### src/logic/sim_pkg.sv
// sim_pkg: constants and types of the supply integrity monitor
// assumes one 100 MHz core clock and an 8-bit register port
package sim_pkg;

    // register map
    localparam logic [15:0] SICS_ADDR       = 16'h0025;
    localparam logic [7:0]  SICS_RESET      = 8'h00;
    localparam int          BIT_RSVD7       = 7;
    localparam int          BIT_WARN_IE     = 6;
    localparam int          BIT_WARN_FLAG   = 5;
    localparam int          BIT_UV_RST      = 4;
    localparam int          BIT_WDG_RST     = 0;

    // reset delay, in core clock cycles
    localparam int          DLY_SHORT_CYC   = 256;
    localparam int          DLY_LONG_CYC    = 4096;
    localparam int          DLY_W           = 13;
    localparam logic [DLY_W-1:0] DLY_SHORT  = DLY_W'(DLY_SHORT_CYC - 1);
    localparam logic [DLY_W-1:0] DLY_LONG   = DLY_W'(DLY_LONG_CYC - 1);

    // pin synchroniser lanes
    localparam int          SYNC_W          = 3;
    localparam int          LANE_UV         = 0;
    localparam int          LANE_WARN       = 1;
    localparam int          LANE_PIN        = 2;
    localparam logic [SYNC_W-1:0] SYNC_RESET = 3'h4;

    // detector threshold level
    typedef enum logic [1:0] {
        LVL_LOW  = 2'h0,
        LVL_MED  = 2'h1,
        LVL_HIGH = 2'h2
    } sim_level_t;

    // reset sequence states, gray along run -> active -> delay, both bits flip from delay -> run
    typedef enum logic [1:0] {
        RS_RUN    = 2'h0,
        RS_ACTIVE = 2'h1,
        RS_DELAY  = 2'h3
    } sim_rst_state_t;

    // non-volatile configuration
    typedef struct packed {
        logic       lvd_enable;
        sim_level_t level;
        logic       long_delay;
    } sim_cfg_t;

    // cpu side interrupt handshake
    typedef struct packed {
        logic irq_masked;
        logic isr_enter;
        logic wait_mode;
        logic halt_mode;
    } sim_cpu_t;

endpackage : sim_pkg

### src/logic/sim_top.sv
// sim_top: supply integrity monitor, reset sequencing, warning flag, cause flags
// assumes analog comparators outside, cpu supplies mask and isr entry strobe
`timescale 1ns/100ps
`default_nettype none

// Functional notes
// - hold reset while supply under threshold
// - threshold level chosen by configuration
// - drive open-drain reset pin low
// - detector enabled by configuration, warning needs it
// - bit 5 tracks warning comparator, read-only
// - each warning flag change raises request while the enable bit is set
// - irq only when enabled and unmasked
// - pending cleared on service routine entry
// - no warning irq during reset delay
// - enable then crossing gives two irqs
// - enable after crossing gives one irq
// - wait keeps running, warning wakes wait only
// - halt freezes the control/status register
// - undervoltage flag set by lvd, write-zero clears
// - watchdog flag set by watchdog, cleared twice
// - other resets keep undervoltage flag
// - cause encoded in the two flags
// - bit 7 reads 0, bits 3:1 zero
// - bit 6 is warning interrupt enable
module sim_top (
    input  wire logic              core_clk,
    input  wire logic              rst,
    // configuration straps
    input  wire sim_pkg::sim_cfg_t cfg_in,
    // analog comparator outputs, high when supply is low
    input  wire logic              uv_cmp_low,
    input  wire logic              warn_cmp_low,
    // open-drain reset pin
    input  wire logic              rst_pin_in,
    output logic                   rst_pin_out,
    output logic                   rst_pin_oe,
    // watchdog underflow, one-cycle pulse
    input  wire logic              wdg_expire,
    // cpu handshake
    input  wire sim_pkg::sim_cpu_t cpu_in,
    // outputs to system and analog
    output logic                   sys_reset_r,
    output sim_pkg::sim_level_t    lvd_level_r,
    output logic                   lvd_enable_r,
    output logic                   warn_irq_r,
    output logic                   wake_req_r,
    // register port
    input  wire logic [15:0]       reg_addr,
    input  wire logic [7:0]        reg_wdata,
    input  wire logic              reg_wr,
    input  wire logic              reg_rd,
    output logic      [7:0]        reg_rdata_r
);

    sim_pkg::sim_cfg_t       cfg_r;
    logic                    cfg_taken_r;
    logic [sim_pkg::SYNC_W-1:0] sync_q;
    logic                    uv_low;
    logic                    warn_low;
    logic                    pin_low;
    logic [3:0]              oe_hist_r;
    sim_pkg::sim_rst_state_t rs_r;
    sim_pkg::sim_rst_state_t rs_nxt;
    logic                    dly_start;
    logic                    dly_busy;
    logic                    lvd_evt;
    logic                    ext_evt;
    logic                    wdg_evt;
    logic                    in_reset;
    logic                    warn_ie_r;
    logic                    warn_flag_r;
    logic                    uv_flag_r;
    logic                    wdg_flag_r;
    logic                    pending_r;
    logic                    hit;
    logic                    wr_hit;
    logic                    frozen;
    logic                    flag_nxt;
    logic                    flag_toggle;
    logic                    ie_rise;
    logic [7:0]              sics_val;

    // configuration caught once after reset release
    always_ff @(posedge core_clk or posedge rst) begin
        if (rst) begin
            cfg_r       <= '0;
            cfg_taken_r <= 1'b0;
        end else if (!cfg_taken_r) begin
            cfg_r       <= cfg_in;
            cfg_taken_r <= 1'b1;
        end
    end

    // threshold level to the analog detector
    always_ff @(posedge core_clk or posedge rst) begin
        if (rst) begin
            lvd_level_r  <= sim_pkg::LVL_LOW;
            lvd_enable_r <= 1'b0;
        end else begin
            lvd_level_r  <= cfg_r.level;
            lvd_enable_r <= cfg_r.lvd_enable;
        end
    end

    sim_sync #(
        .WIDTH (sim_pkg::SYNC_W),
        .INIT  (sim_pkg::SYNC_RESET)
    ) u_sync (
        .core_clk (core_clk),
        .rst      (rst),
        .async_in ({~rst_pin_in, warn_cmp_low, uv_cmp_low}),
        .sync_out (sync_q)
    );

    // detector and warning only when configured on
    assign uv_low   = sync_q[sim_pkg::LANE_UV] & cfg_r.lvd_enable & cfg_taken_r;
    assign warn_low = sync_q[sim_pkg::LANE_WARN] & cfg_r.lvd_enable & cfg_taken_r;
    // recent own drive, covers the synchroniser latency after release
    always_ff @(posedge core_clk or posedge rst) begin
        if (rst) begin
            oe_hist_r <= '1;
        end else begin
            oe_hist_r <= {oe_hist_r[2:0], rst_pin_oe};
        end
    end

    // own drive on the pin must not look like an external reset
    assign pin_low  = sync_q[sim_pkg::LANE_PIN] & ~rst_pin_oe & ~(|oe_hist_r);

    assign lvd_evt = uv_low;
    assign ext_evt = pin_low & ~uv_low;
    assign wdg_evt = wdg_expire & ~uv_low;

    // reset sequence: active phase, then delay, then run
    always_comb begin
        rs_nxt    = rs_r;
        dly_start = 1'b0;
        case (rs_r)
            sim_pkg::RS_RUN: begin
                if (lvd_evt || ext_evt || wdg_evt) begin
                    rs_nxt = sim_pkg::RS_ACTIVE;
                end
            end
            sim_pkg::RS_ACTIVE: begin
                if (!uv_low && !pin_low) begin
                    rs_nxt    = sim_pkg::RS_DELAY;
                    dly_start = 1'b1;
                end
            end
            sim_pkg::RS_DELAY: begin
                if (uv_low || pin_low) begin
                    rs_nxt = sim_pkg::RS_ACTIVE;
                end else if (!dly_busy) begin
                    rs_nxt = sim_pkg::RS_RUN;
                end
            end
            default: begin
                rs_nxt = sim_pkg::RS_ACTIVE;
            end
        endcase
    end

    // held in reset while supply low
    always_ff @(posedge core_clk or posedge rst) begin
        if (rst) begin
            rs_r <= sim_pkg::RS_ACTIVE;
        end else if (!cfg_taken_r) begin
            rs_r <= sim_pkg::RS_ACTIVE;
        end else begin
            rs_r <= rs_nxt;
        end
    end

    sim_rst_delay u_delay (
        .core_clk (core_clk),
        .rst      (rst),
        .start    (dly_start),
        .long_sel (cfg_r.long_delay),
        .busy     (dly_busy)
    );

    assign in_reset = (rs_r != sim_pkg::RS_RUN) || (rs_nxt != sim_pkg::RS_RUN);

    always_ff @(posedge core_clk or posedge rst) begin
        if (rst) begin
            sys_reset_r <= 1'b1;
        end else begin
            sys_reset_r <= in_reset;
        end
    end

    // pin driven low while supply low and in delay, in active only when not held low from outside
    always_ff @(posedge core_clk or posedge rst) begin
        if (rst) begin
            rst_pin_out <= 1'b0;
            rst_pin_oe  <= 1'b1;
        end else begin
            rst_pin_out <= 1'b0;
            rst_pin_oe  <= uv_low || (rs_r == sim_pkg::RS_DELAY)
                           || (rs_r == sim_pkg::RS_ACTIVE && !pin_low);
        end
    end

    // register access decode
    assign hit    = (reg_addr == sim_pkg::SICS_ADDR);
    assign wr_hit = reg_wr & hit;
    assign frozen = cpu_in.halt_mode;

    assign flag_nxt    = frozen ? warn_flag_r : warn_low;
    assign flag_toggle = flag_nxt != warn_flag_r;

    always_ff @(posedge core_clk or posedge rst) begin
        if (rst) begin
            warn_flag_r <= 1'b0;
        end else begin
            warn_flag_r <= flag_nxt;
        end
    end

    // enable bit, cleared by any system reset
    always_ff @(posedge core_clk or posedge rst) begin
        if (rst) begin
            warn_ie_r <= 1'b0;
        end else if (in_reset) begin
            warn_ie_r <= 1'b0;
        end else if (wr_hit && !frozen) begin
            warn_ie_r <= reg_wdata[sim_pkg::BIT_WARN_IE];
        end
    end

    assign ie_rise = wr_hit && !frozen && !in_reset && !warn_ie_r
                     && reg_wdata[sim_pkg::BIT_WARN_IE];

    // toggles and enable edge set pending
    // nothing pends while reset holds the enable at zero
    // service entry clears, a new event wins
    always_ff @(posedge core_clk or posedge rst) begin
        if (rst) begin
            pending_r <= 1'b0;
        end else if (in_reset) begin
            pending_r <= 1'b0;
        end else if ((flag_toggle && warn_ie_r) || ie_rise) begin
            pending_r <= 1'b1;
        end else if (cpu_in.isr_enter) begin
            pending_r <= 1'b0;
        end
    end

    // request gated by enable and cpu mask
    always_ff @(posedge core_clk or posedge rst) begin
        if (rst) begin
            warn_irq_r <= 1'b0;
        end else begin
            warn_irq_r <= pending_r && warn_ie_r && !cpu_in.irq_masked
                          && !cpu_in.isr_enter;
        end
    end

    // wakes from wait, never from halt
    always_ff @(posedge core_clk or posedge rst) begin
        if (rst) begin
            wake_req_r <= 1'b0;
        end else begin
            wake_req_r <= pending_r && warn_ie_r && cpu_in.wait_mode
                          && !cpu_in.halt_mode;
        end
    end

    always_ff @(posedge core_clk or posedge rst) begin
        if (rst) begin
            uv_flag_r <= sim_pkg::SICS_RESET[sim_pkg::BIT_UV_RST];
        end else if (lvd_evt) begin
            uv_flag_r <= 1'b1;
        end else if (wr_hit && !frozen && !reg_wdata[sim_pkg::BIT_UV_RST]) begin
            uv_flag_r <= 1'b0;
        end
    end

    // watchdog cause flag, lvd reset clears it
    always_ff @(posedge core_clk or posedge rst) begin
        if (rst) begin
            wdg_flag_r <= sim_pkg::SICS_RESET[sim_pkg::BIT_WDG_RST];
        end else if (lvd_evt) begin
            wdg_flag_r <= 1'b0;
        end else if (wdg_evt) begin
            wdg_flag_r <= 1'b1;
        end else if (wr_hit && !frozen && !reg_wdata[sim_pkg::BIT_WDG_RST]) begin
            wdg_flag_r <= 1'b0;
        end
    end

    always_comb begin
        sics_val                          = '0;
        sics_val[sim_pkg::BIT_WARN_IE]    = warn_ie_r;
        sics_val[sim_pkg::BIT_WARN_FLAG]  = warn_flag_r;
        sics_val[sim_pkg::BIT_UV_RST]     = uv_flag_r;
        sics_val[sim_pkg::BIT_WDG_RST]    = wdg_flag_r;
        sics_val[sim_pkg::BIT_RSVD7]      = 1'b0;
    end

    // read data valid the cycle after the strobe, zero otherwise
    always_ff @(posedge core_clk or posedge rst) begin
        if (rst) begin
            reg_rdata_r <= '0;
        end else if (reg_rd && hit) begin
            reg_rdata_r <= sics_val;
        end else begin
            reg_rdata_r <= '0;
        end
    end

endmodule : sim_top

`default_nettype wire

### src/logic/sim_sync.sv
// sim_sync: three-stage synchroniser, output moves once stages 2 and 3 agree
// assumes asynchronous inputs and the core clock domain
`timescale 1ns/100ps
`default_nettype none

module sim_sync #(
    parameter int                WIDTH = 1,
    parameter logic [WIDTH-1:0]  INIT  = '0
) (
    input  wire logic             core_clk,
    input  wire logic             rst,
    input  wire logic [WIDTH-1:0] async_in,
    output logic      [WIDTH-1:0] sync_out
);

    logic [WIDTH-1:0] st1_r;
    logic [WIDTH-1:0] st2_r;
    logic [WIDTH-1:0] st3_r;

    always_ff @(posedge core_clk or posedge rst) begin
        if (rst) begin
            st1_r <= INIT;
            st2_r <= INIT;
            st3_r <= INIT;
        end else begin
            st1_r <= async_in;
            st2_r <= st1_r;
            st3_r <= st2_r;
        end
    end

    // per lane: take the new level only when stages agree
    always_ff @(posedge core_clk or posedge rst) begin
        if (rst) begin
            sync_out <= INIT;
        end else begin
            for (int i = 0; i < WIDTH; i++) begin
                if (st2_r[i] == st3_r[i]) begin
                    sync_out[i] <= st3_r[i];
                end
            end
        end
    end

endmodule : sim_sync

`default_nettype wire

### src/logic/sim_rst_delay.sv
// sim_rst_delay: reset delay counter, 256 or 4096 cycles
// assumes start is a one-cycle pulse from the sequencer
`timescale 1ns/100ps
`default_nettype none

module sim_rst_delay (
    input  wire logic core_clk,
    input  wire logic rst,
    input  wire logic start,
    input  wire logic long_sel,
    output logic      busy
);

    logic [sim_pkg::DLY_W-1:0] cnt_r;

    always_ff @(posedge core_clk or posedge rst) begin
        if (rst) begin
            cnt_r <= '0;
            busy  <= 1'b0;
        end else if (start) begin
            cnt_r <= long_sel ? sim_pkg::DLY_LONG : sim_pkg::DLY_SHORT;
            busy  <= 1'b1;
        end else if (busy) begin
            if (cnt_r == '0) begin
                busy <= 1'b0;
            end else begin
                cnt_r <= cnt_r - 1'b1;
            end
        end
    end

endmodule : sim_rst_delay

`default_nettype wire

### config.mk
export PLATFORM = sky130hd
export DESIGN_NAME = sim_top
export DESIGN_NICKNAME = d
export VERILOG_FILES = /design/src/logic/sim_pkg.sv /design/src/logic/sim_top.sv /design/src/logic/sim_sync.sv /design/src/logic/sim_rst_delay.sv
export SDC_FILE = /design/constraint.sdc
export NUM_CORES = 1
export LEC_CHECK = 0
export BUFFER_PORTS_ARGS = -buffer_cell sky130_fd_sc_hd__buf_2
export CORE_AREA = 2 2 78 80
export CTS_CLUSTER_DIAMETER = 40
export DETAILED_ROUTE_END_ITERATION = 10
export DIE_AREA = 0 0 80 82
export PLACE_DENSITY = 0.7
export SKIP_CTS_REPAIR_TIMING = 1
export SLEW_MARGIN = 20
export SYNTH_ARGS = -nofsm -noshare
export SYNTH_HDL_FRONTEND = slang
export SYNTH_SLANG_ARGS = --single-unit
### constraint.sdc
create_clock -name core_clk -period 4.2 [get_ports core_clk]
set_clock_uncertainty 0.1 [all_clocks]
set_input_delay 0.21 -clock core_clk [delete_from_list [all_inputs] [get_ports core_clk]]
set_output_delay 0.21 -clock core_clk [all_outputs]
set_load 0.01 [all_outputs]
; ---- Word level (Yosys, flattened, before mapping)
; Index checks and enable logic that the tools add are counted.
[totals]
output_inout_bits = 16
wordCells = 117
input_bits = 40
ff_bits = 57
[classes]
n_bitwise = 13
mux = 27
reduce_logical = 42
add_sub_neg = 1
n_eq_ne = 8
[ops]
columns = op, n
row1 = $mux W13, 3
row2 = $eq A16 B6 Y1 const B, 1
row3 = $mux W1, 16
row4 = $logic_and A1 B1 Y1, 15
row5 = $logic_not A13 Y1, 1
row6 = $sub A13 B1 Y13 const B, 1
row7 = $mux W12, 1
row8 = $mux W2, 5
row9 = $reduce_bool A2 Y1, 5
row10 = $and A1 B1 Y1, 9
row11 = $logic_not A1 Y1, 9
row12 = $logic_or A1 B1 Y1, 7
row13 = $mux W7, 1
row14 = $pmux W2 S3, 1
row15 = $reduce_bool A3 Y1, 2
row16 = $not A1 Y1, 4
row17 = $reduce_or A4 Y1, 1
row18 = $eq A1 B1 Y1, 3
row19 = $eq A2 B1 Y1 const B, 1
row20 = $eq A2 B2 Y1 const B, 1
row21 = $logic_not A2 Y1, 1
row22 = $ne A2 B2 Y1 const B, 1
row23 = $reduce_and A2 Y1, 1
row24 = $ne A1 B1 Y1, 1

; ---- Longest topological paths before layout
; Gate-level depths: netlist (run 1).
[depth]
depth_word = 17
depth_mapped = 6
mapped_depth_nobuf = 6

; ---- Modules after synthesis
; A second synthesis (run 1) with hierarchy kept.
[hier_totals]
hier_cells = 181
hier_area_um2 = 2294.7
[by_module_without_submodules]
columns = mod, instances, area_per_inst_um2, seq_area_each_um2, cells_each
row1 = sim_top, 1, 1111.1, 684.4, 88
row2 = sim_rst_delay, 1, 840.8, 350.3, 77
row3 = sim_sync, 1, 342.8, 305.3, 16

; ---- Least setup slack after synthesis (run 1)
; Ideal clock, no wire load.
[synth_timing]
path_kind = reg-to-reg
from = register u_delay.cnt_r[0] in the netlist's numbering
to = register u_delay.cnt_r[9] in the netlist's numbering
arrival_ns = 1.672
period_less_slack_ns = 1.854
slack_ns = 2.346
n_path_buf = 0
setup_ns = 0.082
stages_incl_launch_ff = 5
required_ns = 4.018
path_cell_list = dfrtp_1 -> or4b_4 -> or2_0 -> or4_1 -> a31oi_1
[synth_between]
elab_chain_cells = 4
elab_cells_between_ends = 7
cone_classes = 1 x add/sub / 1 x eq/ne / 3 x mux / 2 x reduce/logical
[synth_rtl]
columns = element, line
row1 = "start, declared", sim_rst_delay.sv:14  ; logic [sim_pkg::DLY_W-1:0] cnt_r;
row2 = "start signal, assigned", sim_rst_delay.sv:21  ; cnt_r <= long_sel ? sim_pkg::DLY_LONG : sim_pkg::DLY_SHORT;
row3 = "start signal, assigned", sim_rst_delay.sv:27  ; cnt_r <= cnt_r - 1'b1;
row4 = $sub A13 B1 Y13, sim_rst_delay.sv:27
row5 = $mux W13, sim_rst_delay.sv:24  ; if (cnt_r == '0) begin
row6 = $mux W13, sim_rst_delay.sv:23  ; end else if (busy) begin
row7 = $mux W13, sim_rst_delay.sv:20  ; end else if (start) begin
; Several ways; a longest one is shown, not always the timed one. The select of a mux whose other input is x is not followed.
; A chain may end at the register's enable or synchronous reset.

; ---- Final worst setup path (run 1)
[layout_timing]
from = register oe_hist_r[1]
to = register u_delay.cnt_r[3] in the netlist's numbering
[layout_between]
elab_chain_cells = 9
elab_cells_between_ends = 11
cone_classes = 1 x eq/ne / 3 x mux / 2 x bitwise / 5 x reduce/logical
[layout_rtl]
columns = element, line
row1 = "start, declared", sim_top.sv:62  ; logic [3:0] oe_hist_r;
row2 = "start signal, assigned", sim_top.sv:124  ; oe_hist_r <= {oe_hist_r[2:0], rst_pin_oe};
row3 = $reduce_or A4 Y1 *, sim_top.sv:129  ; assign pin_low = sync_q[sim_pkg::LANE_PIN] & ~rst_pin_oe & ~(|oe_hist_r);
row4 = $not A1 Y1 *, sim_top.sv:129
row5 = $and A1 B1 Y1 *, sim_top.sv:129
row6 = $logic_not A1 Y1 *, sim_top.sv:146  ; if (!uv_low && !pin_low) begin
row7 = $logic_and A1 B1 Y1 *, sim_top.sv:146
row8 = $mux W1 *, sim_top.sv:146
row9 = $mux W1 *, sim_top.sv:139  ; case (rs_r)
row10 = $ne A2 B2 Y1 (no source line) or $reduce_bool A2 Y1 (tied branches), n/a
row11 = $reduce_and A2 Y1 (no source line), n/a
; Every way passes the cells marked *; elsewhere a longest branch is shown, timed or not.

==> metrics.cfg, run 1 <==
[clock_tree]
root_buffer = clkbuf_8
cts_max_level = 2
cts_tree = done
cts_max_path_buffers = 2
cts.sinks = 53
clkTransAtPathRegs_ps = 90
clk_latency_ps = 300
numCtsBuffers = 5

[logic_synthesis]
ys.flop_type = dfrtp_1
synth-edff-count = 0
ys_top_cells_by_count = dfrtp_1 (42), nand2_1 (14), dfstp_2 (11), inv_1 (10), o21ai_0 (7)
ys_types = 45
ys_ff_latch = 53
yosysMostFrequentCell = dfrtp_1
ys_seq_area_frac = 0.620
yosysWarnings = 0
avgSynthCellArea_um2 = 11.9
synth_area_leader_cell = dfrtp_1
synth.area.top_cells = dfrtp_1 (49%), dfstp_2 (13%), mux2_2 (2.6%), nand2_1 (2.4%), a31oi_1 (1.7%)
async_flop_share = 1.00
synth_top_area_frac = 0.486
synth_area_mm2 = 0.00216
syn_inst = 182

[routing]
drcViolationCount = 0
met1Wirelength_um = 1910
wl_met2_um = 1830
dr_wl_met3_um = 129
ant_nets = 0
num_vias = 1547
drt_iter0_drc = 87
avgViaCountPerCell = 4.93
drt_wl_total_um = 3920
drtPass1Iterations = 4
wire_per_inst_um = 12.5
routed.top_layer = met4

[sta]
fin_tns_setup_ps = 0
setup_viol = 0
slew_headroom = 0.437
fmax_ghz = 0.458
whs_ps = -53.9
layout_min_cycle_time_ps = 2190
hold_viol_final = 42
slew_viol_final = 0
worst_slack_ps = 2010
fin_crit_sh = 0.520
tightest_slew_ps = 843
grt_setup_unrepaired = false

[placed_design]
dp_hpwl_um = 2800
io_buffers = 45
place_ws_ps = 1740
place_congestion = 0.781

[cells_and_area]
syn2layout_area_growth_pct = 20.2
regArea_mm2 = 0.00134
nets = 279
antenna_cells = 0
final_layout_size_suffix_gt1_frac = 0.305
fill_cells = 555
multi_input_area_um2 = 747

[hold_path]
hp-class = in2async

[power]
clkPwrFrac = 0.299
power.leakage_nw = 1.15
pwr-share-comb = 0.094
irDropWorstVdd_mv = 0.230
power_frac_seq = 0.607
internal-power_w = 0.000700
swShare = 0.245
power.density_mw_per_mm2 = 357
switchingPower_w = 0.000228

[setup_path]
cp_max_fo = 10
start_kind = register
arrival_ps = 2280
worst_setup_path_end_kind = register
cp.required_ps = 4290
cp-startpoint = oe_hist_r[1]
worstSetupPathType = reg2reg
timing.rr.start = oe_hist_r[1]

[run_status]
violations = negative hold slack
outcome = finished, violations left

[die]
core_region_area_mm2 = 0.00575
fp.dieW_um = 80
pin_count = 56
die_h_um = 82
die-area_mm2 = 0.00656
start_util = 0.376
rows = 28

[grt]
grt_first_pass_wirelength_um = 6560
grt_max_degree = 54
grt_overflow_total = 0
antenna_found_initial = 0
grt_usage = 0.130
first_global_vias = 1456

[flow_run]
maxCapViolCount = 0

## logic make-up after synthesis
kind of cell	count (synthesis)	share of synthesized area
buffers and inverters	17	0.0417
adders and majority gates	4	0.0197
muxes	5	0.0260
and+or+nand+nor	66	0.175
xor gates and xnor gates	2	0.00810
other	2	0.00347
AOI/OAI and AO/OA	33	0.106
DFF	53	0.620
## path summary, 6_finish.rpt
kind,slack [ps],end,cells past startpoint
max in group asynchronous,3560,u_delay.busy,2
worst max register to register,2010,u_delay.cnt_r[3],5
min in group core_clk,30,cfg_r[2],2
worst max-delay path,2010,u_delay.cnt_r[3],5
worst min register to register,260,u_sync.st2_r[0],0
worst min-delay path,-50,u_delay.cnt_r[4],2
## registers in the layout (all words and copies together) (netlist names), 2 cells and up
signal,flops
cfg_r,4
lvd_level_r,2
oe_hist_r,4
reg_rdata_r,4
rs_r,2
u_delay.cnt_r,13
u_sync.st1_r,3
u_sync.st2_r,3
u_sync.st3_r,3
u_sync.sync_out,3
## metrics by stage
step / instance area, µm² / hold slack, ps / instances / util / total power (W)
2_1_floorplan: 2180 / 136 / 186 / - / 0.000625
3_3_place_gp: 2440 / 218 / 299 / 0.425 / 0.000652
3_5_place_dp: 2440 / 219 / 299 / 0.425 / 0.000656
4_1_cts: 2530 / -101 / 307 / 0.440 / 0.000935
5_1_grt: 2600 / 19.7 / 314 / 0.452 / 0.000976
6_report: 2600 / -53.9 / 314 / 0.452 / 0.000928
## worst max-delay path, cell delays in order, from the launching register on
cell	delay, ps
dfstp_2	380
or4_1	570
o211ai_1	450
buf_4	270
nand2_1	60
mux2_2	250
## layer usage
metal	vias up	global-route usage
li1	755	-
met1	764	0.175
met5	-	0
met4	0	0.0508
met2	24	0.205
met3	4	0.0297
## power by group through the flow
stage | sequential [W] | clock (W) | combinational, W
floorplan | 0.000567 | 0 | 0.0000576
global placement | 0.000572 | 0 | 0.0000805
detailed placement | 0.000573 | 0 | 0.0000827
CTS | 0.000563 | 0.000288 | 0.0000833
global route | 0.000567 | 0.000309 | 0.0000996
finish | 0.000563 | 0.000278 | 0.0000868
## layout make-up
type | count | area share
Sequential cell | 53 | 0.516
Multi-Input combinational cell | 116 | 0.287
Timing Repair Buffer | 52 | 0.113
Tap cell | 75 | 0.0361
Clock buffer | 6 | 0.0279
Inverter | 10 | 0.0149
Clock inverter | 2 | 0.00530
## cells in the final DEF, fill, tap and decap left out, types with 3 or more instances in the layout
cell type / netlist / routed
buf_2: 0 / 45
dfrtp_1: 42 / 42
nand2_1: 14 / 14
dfstp_2: 11 / 11
inv_1: 10 / 9
o21ai_0: 7 / 7
nand3_1: 6 / 6
nor2_1: 6 / 6
and2_1: 6 / 6
a31oi_1: 6 / 6
conb_1: 2 / 6
dlygate4sd3_1: 0 / 6
mux2_2: 5 / 5
or3_1: 5 / 5
clkbuf_8: 0 / 5
nor3_1: 4 / 4
nor4_1: 4 / 4
o31ai_1: 4 / 4
or4_1: 3 / 3
nand4_1: 3 / 3
and3_1: 3 / 3
a21oi_1: 3 / 3
maj3_1: 3 / 3
No activity file was read; power rests on OpenSTA's default activity.
==> run 2: changes to the inputs <==
==> constraint.sdc (replaced) <==
create_clock -name core_clk -period 2.2 [get_ports core_clk]
set_clock_uncertainty 0.1 [all_clocks]
set_input_delay 0.11 -clock core_clk [delete_from_list [all_inputs] [get_ports core_clk]]
set_output_delay 0.11 -clock core_clk [all_outputs]
set_load 0.01 [all_outputs]
==> metrics.cfg, run 2 (synthesis gave the netlist of run 1 again) <==
[setup_path]
r2r_slack_ps = 250  ; -1770 ps
critPathTopFamily = simple AND/OR/NAND/NOR gates
cpPeakStageDelay_ps = 560  ; about the same
cp_max_fo = 4  ; -6
worstSetupPathType = reg2reg
worst_setup_path_end_kind = register
arrival_ps = 2080  ; -200 ps
r2r_cells = 4  ; -1
path_cells = or4b_4, nand2b_2, a2111o_1, a31oi_1
cp_num_buf_inv = 0  ; -1
start_kind = register
cp.required_ps = 2330  ; -1960 ps
r2r-end = u_delay.cnt_r[11]
timing.rr.start = u_delay.cnt_r[0]
critPathSlowestCell = or4b_4

[sta]
whs_ps = 29.6  ; +83.5 ps
fin_tns_setup_ps = 0  ; unchanged
slew_headroom = 0.585  ; +0.148
hold_viol_final = 0  ; -100%
setup_viol = 0  ; unchanged
worst_slack_ps = 246  ; -1770 ps
fmax_ghz = 0.512  ; +12%
layout_min_cycle_time_ps = 1950  ; -232 ps
tightest_slew_ps = 622  ; -220 ps
fin_crit_sh = 0.888  ; +0.368
slew_viol_final = 0  ; unchanged
grt_setup_unrepaired = false

[die]
core_region_area_mm2 = 0.00575  ; unchanged
pin_count = 56  ; unchanged
fp.dieW_um = 80  ; unchanged
die_h_um = 82  ; unchanged
start_util = 0.376  ; unchanged
die-area_mm2 = 0.00656  ; unchanged
rows = 28  ; unchanged

[grt]
grt_max_degree = 54  ; unchanged
grt_first_pass_wirelength_um = 6580  ; +0.21%
grt_usage = 0.131  ; +0.000595
grt_overflow_total = 0  ; unchanged
first_global_vias = 1456  ; unchanged
antenna_found_initial = 0  ; unchanged

[cells_and_area]
largest_reg_flops = 13  ; unchanged
top_register = u_delay.cnt_r
nets = 291  ; +4.3%
syn2layout_area_growth_pct = 25.2
final_cell_count_no_fill = 326  ; +3.8%
final_cell_mix = buf_2 (45), dfrtp_1 (42), dlygate4sd3_1 (15)
final_layout_size_suffix_gt1_frac = 0.299  ; -0.00663
antenna_cells = 0  ; unchanged
layout_commonest_cell = buf_2

[power]
totalPowerFinal_w = 0.00178  ; +91%
power.leakage_nw = 1.20  ; +4.5%
power.density_mw_per_mm2 = 656  ; +84%
irDropWorstVdd_mv = 0.471  ; +100%

[hold_path]
hp-start = wdg_expire
worstHoldPathCells = 3
hold_path_end = wdg_flag_r
hp-class = in2reg

[placed_design]
io_buffers = 45  ; unchanged
place_congestion = 0.802  ; +2.7%
dp_hpwl_um = 2730  ; -2.5%
place_ws_ps = 281  ; -1460 ps
place_inst = 303  ; +1.3%

[routing]
drt_iter0_drc = 110  ; +26%
drcViolationCount = 0  ; unchanged
drt_wl_total_um = 4040  ; +3.2%
avgViaCountPerCell = 4.84  ; -1.7%
wire_per_inst_um = 12.4  ; -0.56%
drtPass1Iterations = 6  ; +2
num_vias = 1579  ; +2.1%
ant_nets = 0  ; unchanged

[flow_run]
maxCapViolCount = 0  ; unchanged

[clock_tree]
cts_max_level = 2  ; unchanged
cts_max_path_buffers = 2  ; unchanged
clk_latency_ps = 300  ; about the same
clkTransAtPathRegs_ps = 90  ; about the same
cts.sinks = 53  ; unchanged
numCtsBuffers = 5  ; unchanged
root_buffer = clkbuf_8
cts_tree = done

[run_status]
outcome = complete, no violations

run 2: changes by cell type in the layout (fill, tap and decap cells not counted):
cell / previous run / this run
inv_6: 1 / 0
clkbuf_1: 1 / 2
clkinv_2: 2 / 0
clkinvlp_4: 0 / 1
buf_4: 1 / 4
dlygate4sd3_1: 6 / 15
inv_2: 0 / 1
run 2: power by group:
part           internal [W]  leakage (nW)  switching (W)  total [W]
Clock              0.000225        0.0385       0.000296   0.000521
Sequential          0.00103         0.599      0.0000445    0.00108
Combinational     0.0000886         0.560      0.0000904   0.000179
run 2: area by class of cell:
class                   instances  area [µm²]
well taps                      75        93.8
fillers                       545        3040
clock inverters                 1        7.51
multi-input cells             116         747
repair buffers                 64         405
inverters                      10        37.5
flip-flops and latches         53        1340
clock buffers                   7        76.3
run 2: how the worst max path moves through the flow:
| stage | start | to | slack (ps) | cells past startpoint |
|---|---|---|---|---|
| 6_report | u_delay.cnt_r[0] | u_delay.cnt_r[11] | 250 | 4 |
| 4_1_cts | u_delay.cnt_r[0] | u_delay.cnt_r[11] | 250 | 4 |
| 5_1_grt | u_delay.cnt_r[0] | u_delay.cnt_r[10] | 130 | 6 |
| 3_5_place_dp | u_delay.cnt_r[0] | u_delay.cnt_r[9] | 280 | 4 |
| 2_1_floorplan | u_delay.cnt_r[0] | u_delay.cnt_r[9] | 350 | 4 |
| 3_3_place_gp | u_delay.cnt_r[0] | u_delay.cnt_r[9] | 300 | 4 |
run 2: per-layer routing:
layer	track usage	share of wire	routed length (µm)	up-vias
li1	-	-	-	777
met2	0.208	0.48	1930	33
met1	0.166	0.46	1880	760
met5	0	0	0	-
met4	0.0627	0.017	70	0
met3	0.0352	0.040	163	9
run 2: tightest hold or removal path: stages:
cell and delay [ps]:
buf_2 110, o21ai_0 90, nor2_1 80
run 2: through the flow:
stage | util | instance area, µm²
floorplan | - | 2180
global placement | 0.431 | 2470
detailed placement | 0.431 | 2470
CTS | 0.445 | 2560
global route | 0.471 | 2710
finish | 0.471 | 2710
==> run 3: changes to the inputs <==
--- a/config.mk
+++ b/config.mk
@@ -6,11 +6,12 @@
 export NUM_CORES = 1
 export LEC_CHECK = 0
 export BUFFER_PORTS_ARGS = -buffer_cell sky130_fd_sc_hd__buf_2
-export CORE_AREA = 2 2 78 80
+export CORE_AREA = 2 2 96 98
+export CTS_BUF_LIST = sky130_fd_sc_hd__clkbuf_8
 export CTS_CLUSTER_DIAMETER = 40
 export DETAILED_ROUTE_END_ITERATION = 10
-export DIE_AREA = 0 0 80 82
-export PLACE_DENSITY = 0.7
+export DIE_AREA = 0 0 98 100
+export PLACE_DENSITY = 0.53
 export SKIP_CTS_REPAIR_TIMING = 1
 export SLEW_MARGIN = 20
 export SYNTH_ARGS = -nofsm -noshare
==> constraint.sdc (replaced) <==
create_clock -name core_clk -period 2.2 [get_ports core_clk]
set_clock_uncertainty 0.1 [all_clocks]
set_input_delay 0.22 -clock core_clk [delete_from_list [all_inputs] [get_ports core_clk]]
set_output_delay 0.22 -clock core_clk [all_outputs]
set_load 0.01 [all_outputs]
==> metrics.cfg, run 3 (synthesis gave the netlist of run 1 again) <==
[run_status]
outcome = complete, no violations

[grt]
grt_overflow_total = 0  ; unchanged
grt_usage = 0.0906  ; -0.0401
antenna_found_initial = 0  ; unchanged
grt_first_pass_wirelength_um = 7240  ; +10%
grt_max_degree = 27  ; -50%
first_global_vias = 1554  ; +6.7%

[sta]
worst_slack_ps = 257  ; +10.7 ps
tightest_slew_ps = 553  ; -69.1 ps
slew_viol_final = 0  ; unchanged
fin_crit_sh = 0.883  ; -0.00486
hold_viol_final = 0  ; unchanged
setup_viol = 0  ; unchanged
fin_tns_setup_ps = 0  ; unchanged
slew_headroom = 0.631  ; +0.0455
layout_min_cycle_time_ps = 1940  ; -10.7 ps
grt_setup_unrepaired = false
fmax_ghz = 0.515  ; +0.55%

[die]
die_h_um = 100  ; +22%
core_region_area_mm2 = 0.00889  ; +55%
rows = 35  ; +25%
pin_count = 56  ; unchanged
start_util = 0.243  ; -0.133
die-area_mm2 = 0.00980  ; +49%
fp.dieW_um = 98  ; +23%

[power]
power.density_mw_per_mm2 = 675  ; +2.9%
irDropWorstVdd_mv = 0.393  ; -16%
power.leakage_nw = 1.18  ; -1.7%

[routing]
drcViolationCount = 0  ; unchanged
drt_iter0_drc = 92  ; -16%
avgViaCountPerCell = 4.41  ; -9.0%
met1Wirelength_um = 1980  ; +5.3%
wire_per_inst_um = 11.6  ; -6.3%
drt_wl_total_um = 4130  ; +2.0%
ant_nets = 0  ; unchanged
drtPass1Iterations = 4  ; -2
dr_wl_met3_um = 192  ; +18%
routed.top_layer = met4
wl_met2_um = 1880  ; -2.6%
num_vias = 1564  ; -0.95%

[placed_design]
io_buffers = 45  ; unchanged
place_congestion = 0.769  ; -4.1%
placed_cell_area_mm2 = 0.00253  ; +2.4%
dp_hpwl_um = 3080  ; +13%
place_ws_ps = 287  ; +5.99 ps

[cells_and_area]
top_register = u_delay.cnt_r
largest_reg_flops = 13  ; unchanged
nets = 284  ; -2.4%
final_layout_size_suffix_gt1_frac = 0.324  ; +0.0250
antenna_cells = 0  ; unchanged
syn2layout_area_growth_pct = 24.4
fin_area_mm2 = 0.00269  ; -0.65%
final_cell_mix = buf_2 (45), dfrtp_1 (42), nand2_1 (14)
fill_cells = 891  ; +63%
layout_commonest_cell = buf_2

[setup_path]
worstSetupPathType = reg2reg
arrival_ps = 2070  ; about the same
cp-endpoint = u_delay.cnt_r[9]
cp_max_fo = 4  ; unchanged
worst_setup_path_end_kind = register
cp-startpoint = u_delay.cnt_r[0]
timing.rr.start = u_delay.cnt_r[0]
cp.required_ps = 2330  ; about the same
start_kind = register
r2r-end = u_delay.cnt_r[9]
r2r_cells = 4  ; unchanged
r2r_slack_ps = 260  ; about the same

[clock_tree]
cts_max_level = 2  ; unchanged
clkTransAtPathRegs_ps = 90  ; about the same
numCtsBuffers = 5  ; unchanged
root_buffer = clkbuf_8
cts_tree = done
cts_max_path_buffers = 2  ; unchanged
clk_latency_ps = 310  ; about the same
cts.sinks = 53  ; unchanged

[flow_run]
maxCapViolCount = 0  ; unchanged

[hold_path]
hp-class = in2reg

run 3: cell count changes in the layout (fill, tap and decap cells not counted):
cell	previous run	this run
dlygate4sd3_1	15	6
buf_4	4	6
clkbuf_1	2	0
clkbuf_8	5	6
clkinv_2	0	1
clkinv_4	0	1
clkinvlp_4	1	0
run 3: how the worst min path moves through the flow:
stage	start	to	slack, ps	cells after the start
3_5_place_dp	rst	u_delay.cnt_r[0]	210	2
4_1_cts	rst	u_delay.busy	-140	2
5_1_grt	cpu_in[0]	wake_req_r	20	2
2_1_floorplan	rst_pin_in	u_sync.st1_r[2]	150	1
3_3_place_gp	rst	u_delay.cnt_r[0]	210	2
6_report	cpu_in[0]	wake_req_r	10	2
run 3: per-layer routing:
layer / up-vias / track usage
li1: 764 / -
met4: 0 / 0.0385
met5: - / 0
met2: 28 / 0.145
met3: 7 / 0.0265
met1: 765 / 0.115
run 3: through the flow:
step / util / power, W / std cells / hold slack [ps]
floorplan: - / 0.00119 / 186 / 146
global placement: 0.285 / 0.00126 / 341 / 206
detailed placement: 0.285 / 0.00126 / 341 / 207
CTS: 0.296 / 0.00184 / 349 / -136
global route: 0.303 / 0.00191 / 355 / 17.1
finish: 0.303 / 0.00182 / 355 / 14.1
run 3: final cells by class:
cell class | count | area (µm²) | share of cell area
tap | 111 | 139 | 0.0516
timing repair buffer | 57 | 330 | 0.123
multi-input combinational | 116 | 747 | 0.278
inverter | 10 | 37.5 | 0.0140
clock inverter | 2 | 13.8 | 0.00512
clock buffer | 6 | 82.6 | 0.0307
sequential | 53 | 1340 | 0.498
run 3: power by group:
part,total [W],internal [W],switching (W)
sequential,0.00107,0.00103,0.0000390
combinational,0.000174,0.0000828,0.0000912
clock,0.000571,0.000256,0.000315
run 3: critical path: stages (launching register included):
cell	delay, ps
dfrtp_1	410
or4b_4	560
or2_0	230
or4_1	400
a31oi_1	170
